### config.mk
export PLATFORM = sky130hd
export DESIGN_NAME = lpba_link_partner_base_ability
export DESIGN_NICKNAME = d
export VERILOG_FILES = /design/src/core/lpba_pkg.sv /design/src/core/lpba_page_reg.sv /design/src/core/lpba_link_partner_base_ability.sv
export SDC_FILE = /design/constraint.sdc
export NUM_CORES = 1
export LEC_CHECK = 0
export BUFFER_PORTS_ARGS = -buffer_cell sky130_fd_sc_hd__buf_2
export CAP_MARGIN = 5
export CORE_MARGIN = 3
export CORE_UTILIZATION = 54
export CTS_CLUSTER_SIZE = 16
export DETAILED_ROUTE_END_ITERATION = 7
export PLACE_DENSITY_LB_ADDON = 0.15
export SYNTH_ARGS = -nofsm -noshare
export SYNTH_HDL_FRONTEND = slang
export SYNTH_SLANG_ARGS = --single-unit
### constraint.sdc
create_clock -name i_clk -period 2.45 [get_ports i_clk]
set_input_delay 0.49 -clock i_clk [delete_from_list [all_inputs] [get_ports i_clk]]
set_output_delay 0.49 -clock i_clk [all_outputs]
set_load 0.02 [all_outputs]
### src/core/lpba_pkg.sv
// constants and types for the link partner base ability register
package lpba_pkg;
  localparam int unsigned LPBA_WORD_W = 16;
  localparam int unsigned LPBA_ADDR_W = 5;

  typedef logic [LPBA_WORD_W-1:0] lpba_word_t;
  typedef logic [LPBA_ADDR_W-1:0] lpba_addr_t;

  // management address of the register
  localparam lpba_addr_t LPBA_REG_ADDR = 5'h05;

  // value after reset, and the forced-zero masks
  localparam lpba_word_t LPBA_RESET_WORD = 16'h0000;
  localparam lpba_word_t LPBA_RESV_MASK  = 16'h1000;
  localparam lpba_word_t LPBA_NO_MASK    = 16'h0000;

  // field positions
  localparam int unsigned LPBA_NEXT_PAGE_BIT   = 15;
  localparam int unsigned LPBA_ACK_BIT         = 14;
  localparam int unsigned LPBA_REMOTE_FAULT_BIT = 13;
  localparam int unsigned LPBA_RESV_BIT        = 12;
  localparam int unsigned LPBA_ASYM_PAUSE_BIT  = 11;
  localparam int unsigned LPBA_PAUSE_BIT       = 10;
  localparam int unsigned LPBA_FOUR_PAIR_BIT   = 9;
  localparam int unsigned LPBA_HUND_FULL_BIT   = 8;
  localparam int unsigned LPBA_HUND_HALF_BIT   = 7;
  localparam int unsigned LPBA_TEN_FULL_BIT    = 6;
  localparam int unsigned LPBA_TEN_HALF_BIT    = 5;
  localparam int unsigned LPBA_SELECTOR_MSB    = 4;
  localparam int unsigned LPBA_SELECTOR_LSB    = 0;

  // which page the register shows
  typedef enum logic [1:0]
  {
    LPBA_ST_IDLE,
    LPBA_ST_BASE,
    LPBA_ST_NEXT_PAGE
  } lpba_state_t;
endpackage

### src/core/lpba_page_reg.sv
// one received page word, with forced-zero bits and synchronous clear
`timescale 1ns/100ps
`default_nettype none
module lpba_page_reg
#(
  parameter int unsigned               WIDTH     = 16,
  parameter logic [WIDTH-1:0]          ZERO_MASK = '0,
  parameter logic [WIDTH-1:0]          RESET_VAL = '0
)
(
  input  wire logic                    i_clk,
  input  wire logic                    i_reset,
  input  wire logic                    i_clear,
  input  wire logic                    i_load,
  input  wire logic [WIDTH-1:0]        i_data,
  output logic      [WIDTH-1:0]        o_q
);
  logic [WIDTH-1:0] q;
  logic [WIDTH-1:0] next_q;

  always_comb
  begin
    next_q = q;
    if (i_clear)
    begin
      next_q = RESET_VAL;
    end
    else if (i_load)
    begin
      next_q = i_data & ~ZERO_MASK;
    end
  end

  always_ff @(posedge i_clk)
  begin
    if (i_reset)
    begin
      q <= RESET_VAL;
    end
    else
    begin
      q <= next_q;
    end
  end

  assign o_q = q;
endmodule // lpba_page_reg
`default_nettype wire

### src/core/lpba_link_partner_base_ability.sv
// link partner ability register: base page view and next-page view
//
// How it works
// - read-only word at address 0x05, resets zero
// - next-page view after completion with next pages
// - bit 15: partner wants next page exchange
// - bit 14: partner acknowledge, from negotiation
// - bit 13: partner remote fault
// - bit 12 reserved, reads zero in the base view; the next-page view shows it as received
// - bit 11: partner asymmetric pause
// - bit 10: partner symmetric pause
// - bit 9: partner four-pair 100 capability
// - bit 8: partner 100 full duplex
// - bit 7: partner 100 half duplex
// - bit 6: partner 10 full duplex
// - bit 5: partner 10 half duplex
// - bits 4:0 partner selector, reset zero
`timescale 1ns/100ps
`default_nettype none
module lpba_link_partner_base_ability
(
  input  wire logic                    i_clk,
  input  wire logic                    i_reset,
  input  wire logic                    i_an_restart,
  input  wire logic                    i_an_base_valid,
  input  wire lpba_pkg::lpba_word_t    i_an_base_word,
  input  wire logic                    i_an_np_valid,
  input  wire lpba_pkg::lpba_word_t    i_an_np_word,
  input  wire logic                    i_an_complete,
  input  wire logic                    i_local_np_able,
  input  wire lpba_pkg::lpba_addr_t    i_mgmt_addr,
  input  wire logic                    i_mgmt_rd,
  input  wire logic                    i_mgmt_wr,
  output logic                         o_mgmt_rvalid,
  output lpba_pkg::lpba_word_t         o_mgmt_rdata,
  output logic                         o_mgmt_hit,
  output logic                         o_mgmt_wack,
  output logic                         o_np_view,
  output logic                         o_partner_next_page_wish,
  output logic                         o_partner_ack,
  output logic                         o_partner_remote_fault,
  output logic                         o_partner_asym_flow_cap,
  output logic                         o_partner_pause_cap
);
  import lpba_pkg::*;

  function automatic logic lpba_addr_hit(input lpba_addr_t addr);
    lpba_addr_hit = (addr == LPBA_REG_ADDR);
  endfunction

  lpba_word_t  base_q;
  lpba_word_t  np_q;
  lpba_word_t  view;
  lpba_state_t state;
  lpba_state_t next_state;
  logic        np_load;
  logic        base_load;

  // base pages are refused while the next-page view is shown
  assign base_load = i_an_base_valid && (state != LPBA_ST_NEXT_PAGE);

  // base page, filled only by negotiation, never by management
  lpba_page_reg
  #(
    .WIDTH     (LPBA_WORD_W),
    .ZERO_MASK (LPBA_RESV_MASK),
    .RESET_VAL (LPBA_RESET_WORD)
  )
  u_base_page
  (
    .i_clk   (i_clk),
    .i_reset (i_reset),
    .i_clear (i_an_restart),
    .i_load  (base_load),
    .i_data  (i_an_base_word),
    .o_q     (base_q)
  );

  assign np_load = i_an_np_valid && (state == LPBA_ST_NEXT_PAGE);

  lpba_page_reg
  #(
    .WIDTH     (LPBA_WORD_W),
    .ZERO_MASK (LPBA_NO_MASK),
    .RESET_VAL (LPBA_RESET_WORD)
  )
  u_next_page
  (
    .i_clk   (i_clk),
    .i_reset (i_reset),
    .i_clear (i_an_restart),
    .i_load  (np_load),
    .i_data  (i_an_np_word),
    .o_q     (np_q)
  );

  // view may leave the base page only when both ends want next pages
  function automatic logic lpba_np_switch
  (
    input logic       complete,
    input logic       local_able,
    input lpba_word_t base_word
  );
    lpba_np_switch = complete && local_able && base_word[LPBA_NEXT_PAGE_BIT];
  endfunction

  // page view selection; only a restart or a reset brings the base view back
  always_comb
  begin
    next_state = state;
    case (state)
      LPBA_ST_IDLE:
      begin
        if (i_an_base_valid)
        begin
          next_state = LPBA_ST_BASE;
        end
      end
      LPBA_ST_BASE:
      begin
        if (lpba_np_switch(i_an_complete, i_local_np_able, base_q))
        begin
          next_state = LPBA_ST_NEXT_PAGE;
        end
      end
      LPBA_ST_NEXT_PAGE:
      begin
        next_state = LPBA_ST_NEXT_PAGE;
      end
      default:
      begin
        next_state = LPBA_ST_IDLE;
      end
    endcase
    if (i_an_restart)
    begin
      next_state = LPBA_ST_IDLE;
    end
  end

  always_ff @(posedge i_clk)
  begin
    if (i_reset)
    begin
      state <= LPBA_ST_IDLE;
    end
    else
    begin
      state <= next_state;
    end
  end

  // page shown in each state; reserved bit kept low in the base view
  function automatic lpba_word_t lpba_view_pick
  (
    input lpba_state_t st,
    input lpba_word_t  base_word,
    input lpba_word_t  np_word
  );
    case (st)
      LPBA_ST_NEXT_PAGE:
      begin
        lpba_view_pick = np_word;
      end
      LPBA_ST_IDLE,
      LPBA_ST_BASE:
      begin
        lpba_view_pick = base_word & ~LPBA_RESV_MASK;
      end
      default:
      begin
        lpba_view_pick = LPBA_RESET_WORD;
      end
    endcase
  endfunction

  always_comb
  begin
    view = lpba_view_pick(state, base_q, np_q);
  end

  // management strobes; a write without a read is answered but its data goes nowhere
  logic        next_rvalid;
  logic        next_hit;
  logic        next_wack;

  always_comb
  begin
    next_rvalid = i_mgmt_rd;
    next_hit    = lpba_addr_hit(i_mgmt_addr);
    next_wack   = 1'b0;
    if (i_mgmt_wr && !i_mgmt_rd)
    begin
      next_wack = 1'b1;
    end
  end

  always_ff @(posedge i_clk)
  begin
    if (i_reset)
    begin
      o_mgmt_rvalid <= 1'b0;
      o_mgmt_hit    <= 1'b0;
      o_mgmt_wack   <= 1'b0;
    end
    else
    begin
      o_mgmt_rvalid <= next_rvalid;
      o_mgmt_hit    <= next_hit;
      o_mgmt_wack   <= next_wack;
    end
  end

  // read data, zero in every cycle without a read of this address
  lpba_word_t  next_rdata;

  always_comb
  begin
    next_rdata = LPBA_RESET_WORD;
    if (i_mgmt_rd && lpba_addr_hit(i_mgmt_addr))
    begin
      next_rdata = view;
    end
  end

  always_ff @(posedge i_clk)
  begin
    if (i_reset)
    begin
      o_mgmt_rdata <= LPBA_RESET_WORD;
    end
    else
    begin
      o_mgmt_rdata <= next_rdata;
    end
  end

  // view flag, taken from the next state so it moves with the view
  logic        next_np_view;

  always_comb
  begin
    next_np_view = (next_state == LPBA_ST_NEXT_PAGE);
  end

  always_ff @(posedge i_clk)
  begin
    if (i_reset)
    begin
      o_np_view <= 1'b0;
    end
    else
    begin
      o_np_view <= next_np_view;
    end
  end

  // partner fields, one flop each, one cycle behind the base page
  localparam int unsigned LPBA_NUM_FLAGS = 5;

  // flag index to base page bit
  function automatic int unsigned lpba_flag_pos(input int unsigned idx);
    case (idx)
      0:       lpba_flag_pos = LPBA_PAUSE_BIT;
      1:       lpba_flag_pos = LPBA_ASYM_PAUSE_BIT;
      2:       lpba_flag_pos = LPBA_REMOTE_FAULT_BIT;
      3:       lpba_flag_pos = LPBA_ACK_BIT;
      4:       lpba_flag_pos = LPBA_NEXT_PAGE_BIT;
      default: lpba_flag_pos = LPBA_RESV_BIT;
    endcase
  endfunction

  for (genvar gi = 0; gi < LPBA_NUM_FLAGS; gi++)
  begin : g_flag
    logic flag;
    logic next_flag;

    // ack comes in with the word, set by the negotiation logic
    always_comb
    begin
      next_flag = base_q[lpba_flag_pos(gi)];
    end

    always_ff @(posedge i_clk)
    begin
      if (i_reset)
      begin
        flag <= 1'b0;
      end
      else
      begin
        flag <= next_flag;
      end
    end
  end

  // field outputs, each straight from its flop
  assign o_partner_pause_cap      = g_flag[0].flag;
  assign o_partner_asym_flow_cap  = g_flag[1].flag;
  assign o_partner_remote_fault   = g_flag[2].flag;
  assign o_partner_ack            = g_flag[3].flag;
  assign o_partner_next_page_wish = g_flag[4].flag;
endmodule // lpba_link_partner_base_ability
`default_nettype wire

Yosys cells after proc, flatten, opt, wreduce, memory -nomap -nowiden

Index checks and enable logic that the tools add are counted.

Input bits: 46
Register bits: 58
Output and inout port bits: 25

Muxes and demuxes: 6
Reduce and logical (&&, ||, !) cells: 11
Eq/ne operators: 5
Bitwise operators: 1

Operators with widths:

| kind                                                             | number |
|---|---|
| 16-bit case mux with 2 select lines                              | 1 |
| 1-bit logical AND                                                | 6 |
| 2-bit 2-to-1 mux                                                 | 3 |
| 2-bit case mux with 3 select lines                               | 1 |
| 2-bit OR reduction                                               | 3 |
| 5-bit by 3-bit == test with 1-bit output (second input constant) | 1 |
| 2-bit == test (second input constant)                            | 2 |
| 2-bit by 1-bit == test with 1-bit output (second input constant) | 1 |
| 2-bit zero test                                                  | 1 |
| 2-bit != test (second input constant)                            | 1 |
| 1-bit zero test                                                  | 1 |
| 1-bit 2-to-1 mux                                                 | 1 |
| 1-bit inverter                                                   | 1 |

Logic depth before layout (Yosys ltp)

Depth in word-level cells: 6
Gate-level depth with buffers: 6
Depth with buffers taken out: 3

Modules after synthesis

Synthesis repeated with hierarchy kept, for this count alone.

Cells, all modules: 208
Area, all modules: 2,262.2 um2

Modules (own cells, without submodules):

| module                         | cells each | area an instance (um2) | instances |
|---|---|---|---|
| lpba_link_partner_base_ability | 103        | 1,111.1                | 1 |
| lpba_page_reg at u_next_page   | 53         | 581.8                  | 1 |
| lpba_page_reg at u_base_page   | 52         | 569.3                  | 1 |

Least setup slack after synthesis

No wires, ideal clock.

Kind: input port to flip-flop
Start point: input i_mgmt_addr[3]
End point: register o_mgmt_rdata[10]
Slack: 1,156 ps
Arrival time: 1,228 ps
Setup time: 66 ps
Cell stages on the path: 4
Path through: nor4b_4 -> nand4b_4 -> buf_6 -> a21oi_2

Cells in the longest elaborated chain, start to end: 4

Ends and longest elaborated chain:

| what                                     | RTL line                              | RTL |
|---|---|---|
| start, declared                          | lpba_link_partner_base_ability.sv:31  | `input wire lpba_pkg::lpba_addr_t i_mgmt_addr,` |
| 5-bit by 3-bit == test with 1-bit output | lpba_link_partner_base_ability.sv:48  | `lpba_addr_hit = (addr == LPBA_REG_ADDR);` |
| 1-bit logical AND                        | lpba_link_partner_base_ability.sv:220 | `if (i_mgmt_rd && lpba_addr_hit(i_mgmt_addr))` |
| 1-bit inverter (no line)                 | --                                    |  |
| 2-bit OR reduction (no line)             | --                                    |  |
| end signal, assigned                     | lpba_link_partner_base_ability.sv:234 | `o_mgmt_rdata <= next_rdata;` |
| end, declared                            | lpba_link_partner_base_ability.sv:35  | `output lpba_pkg::lpba_word_t o_mgmt_rdata,` |

Every way passes these cells.
A chain may end at the register's enable or synchronous reset.

Worst setup path in the final report

Start point: register state[0]
End point: register u_base_page.q[9] (netlist: u_base_page.o_q[9])

Cells in the longest elaborated chain, start to end: 2

Ends and longest elaborated chain:

| what                   | RTL line                              | RTL |
|---|---|---|
| start, declared        | lpba_link_partner_base_ability.sv:54  | `lpba_state_t state;` |
| start signal, assigned | lpba_link_partner_base_ability.sv:149 | `state <= next_state;` |
| 2-bit != test          | lpba_link_partner_base_ability.sv:60  | `assign base_load = i_an_base_valid && (state != LPBA_ST_NEXT_PAGE);` |
| 1-bit logical AND      | lpba_link_partner_base_ability.sv:60  |  |
| end signal, assigned   | lpba_page_reg.sv:42                   | `q <= next_q;` |
| end, declared          | lpba_page_reg.sv:18                   | `logic [WIDTH-1:0] q;` |

Every way passes these cells.

==> results.toml <==
[clocking]
root_buffer = "clkbuf_8"
clk_pin_slew_ns = 0.06
cts_tree = "yes"
clkSinkCount = 58
post_cts_buffers = 0
hold_buffers = 0
clock_latency_ns = 0.33
cts_max_level = 3
max-clock-path-buffers = 2
cts_resized = 0
cts_made_buffers = 9

[drt]
antenna_left = 0
drc = 0
first_pass_iters = 4
drtIter0Drc = 94
wl_per_cell_um = 13.3
via_per_inst = 5.27
wirelength_um = 4690
vias = 1861

[sta]
worst_slack_ns = 0.764
worst_slew_pin_slew_ns = 0.643
rsz0062_at_grt = "no"
fin_crit_sh_pct = 68.8
layout_min_cycle_time_ns = 1.69
tns_ns = 0
hold_viol_final = 0
maxSlewViolCount = 0
relSlewSlack_pct = 57.1
finalSetupViolations = 0
fmax_mhz = 593
finalClockSkew_ns = 0.00489
whs_ns = 0.388

[synth]
syn-num-nets = 286
synth-seq-area-share_pct = 52.1
synth_top_area_share_pct = 52.1
ys_top_cells_by_area = "dfxtp_1 (52%), a21oi_1 (8.8%), nand2_1 (5.6%)"
synth_seq_cells = 58
synthFlopType = "dfxtp_1"
ys_warn_count = 0
synth_commonest_cells = "dfxtp_1 (58), a21oi_1 (39), nand2_1 (33)"
yosysMostFrequentCell = "dfxtp_1"
syn_avg_cell_area_um2 = 9.28
postSynthCellCount = 240
synth_area_leader_cell = "dfxtp_1"
synthArstFlopShare_pct = 0
ys_types = 27
synth-edff-count = 0
syn-cell-area_um2 = 2230

[critical_path]
path_class = "reg -> reg"
ff2ff_path_depth = 3
end_kind = "flip-flop"
cp.required_ns = 2.71
r2r_start = "state[0]"
cp.arrival_ns = 1.95
r2r-end = "u_base_page.o_q[9]"
start_kind = "flip-flop"
crit_fanout = 22
reg2reg_slack_ns = 0.76

[layout]
fin_nets = 349
antenna_cells = 0
stdcell_area_um2 = 2710
utilization_pct = 70.9
area_growth_pct = 21.7
fillers = 340
drive_gt1_share_pct = 34.1

[grt]
antenna_found_initial = 0
grt_overflow = 0
grtUsageTotal_pct = 20.5
grt_pass1_vias = 1790
grt_pass1_wl_um = 7890
grt_start_max_net_pins = 23

[power]
leakage_nw = 1.11
peakVddDrop_uv = 460
p_per_area_nw_per_um2 = 661

[placed_design]
dpl_cell_area_um2 = 2550
place.gp.congestion = 0.756
place_ws_ns = 0.789
dp_hpwl_um = 3230
numPortBuffers = 69

[outcome]
status = "finished clean"

[min_path]
worstHoldStart = "i_mgmt_rd"
hold_path_depth = 2
hold_end = "o_mgmt_wack"
min_path_type = "in -> reg"

[floorplanning]
rows = 22
io_pins = 71
die_h_um = 70.2
start_util_pct = 58.2
dieArea_um2 = 4930
core_um2 = 3830
die_x_um = 70.2

[flow_run]
max-cap-violations = 0
-- state kept, by name, indices dropped and copies added (netlist names) --
name                      count
o_mgmt_rdata                 16
u_next_page.o_q              16
u_base_page.o_q              15
state                         2
o_mgmt_hit                    1
o_mgmt_rvalid                 1
o_mgmt_wack                   1
o_np_view                     1
o_partner_ack                 1
o_partner_asym_flow_cap       1
o_partner_next_page_wish      1
o_partner_pause_cap           1
o_partner_remote_fault        1
-- logic make-up (layout without fill, tap and decap cells) --
kind of cell / count (synthesis) / after routing / synth area share (%)
buf+inv: 21 / 86 / 4.83
flops: 58 / 58 / 52.1
simple gates: 97 / 97 / 26.7
compound gates: 64 / 64 / 16.3
-- power by group --
part           internal [W]  switching, W
Sequential         0.000956    0.00000932
Combinational     0.0000494     0.0000486
Clock              0.000405      0.000323
Total               0.00141      0.000381
-- placed cells by master (no fill, tap or decap) --
cell type / n
buf_2: 69
dfxtp_1: 58
a21oi_1: 39
nand2_1: 33
nand2b_1: 16
nand3b_1: 16
nand3_1: 15
o21ai_0: 15
clkbuf_8: 11
a21oi_2: 9
and2b_2: 6
buf_4: 3
clkbuf_1: 2
and3b_1: 1
nand3b_4: 1
or2_1: 1
inv_1: 1
and2b_1: 1
and3_1: 1
nor2_1: 1
a2111oi_2: 1
nor4b_4: 1
nand4b_4: 1
nor2_2: 1
and3b_2: 1
nor3b_1: 1
-- metal layers --
metal	part of all wire, %	GRT usage, %	wire length [um]
met5	0	0	0
met4	1.4	6.38	67
met3	6.7	9.50	312
met2	52	34.9	2450
met1	40	22.5	1850
-- cell type report --
type | count | area [um2] | share of cell area (%)
well taps | 48 | 60.1 | 2.22
clock buffers | 13 | 159 | 5.86
repair buffers | 72 | 368 | 13.6
flip-flops and latches | 58 | 1160 | 42.8
inverters | 1 | 3.75 | 0.138
multi-input cells | 161 | 960 | 35.4
-- stage by stage --
stage          power, W  std cells
6_report        0.00179        353
5_1_grt         0.00186        353
4_1_cts         0.00180        353
3_5_place_dp    0.00108        340
3_3_place_gp    0.00108        340
2_1_floorplan   0.00103        240
-- worst max-delay path by stage --
stage                               end  slack (ns)  cells past startpoint           start
finish               u_base_page.o_q[9]        0.76                      3        state[0]
global route        u_next_page.o_q[11]        0.55                      3        state[1]
CTS                  u_base_page.o_q[9]        0.75                      3        state[0]
detailed placement   u_base_page.o_q[4]        0.79                      3        state[0]
global placement     u_base_page.o_q[8]        0.81                      3        state[0]
floorplan              o_mgmt_rdata[10]        1.16                      4  i_mgmt_addr[3]
-- worst max-delay path: stages (launching register included) --
cell and delay [ns]:
dfxtp_1 0.71, nand2b_1 0.61, nand3_1 0.14, a21oi_1 0.15
Power figures use the tool's default switching activity.
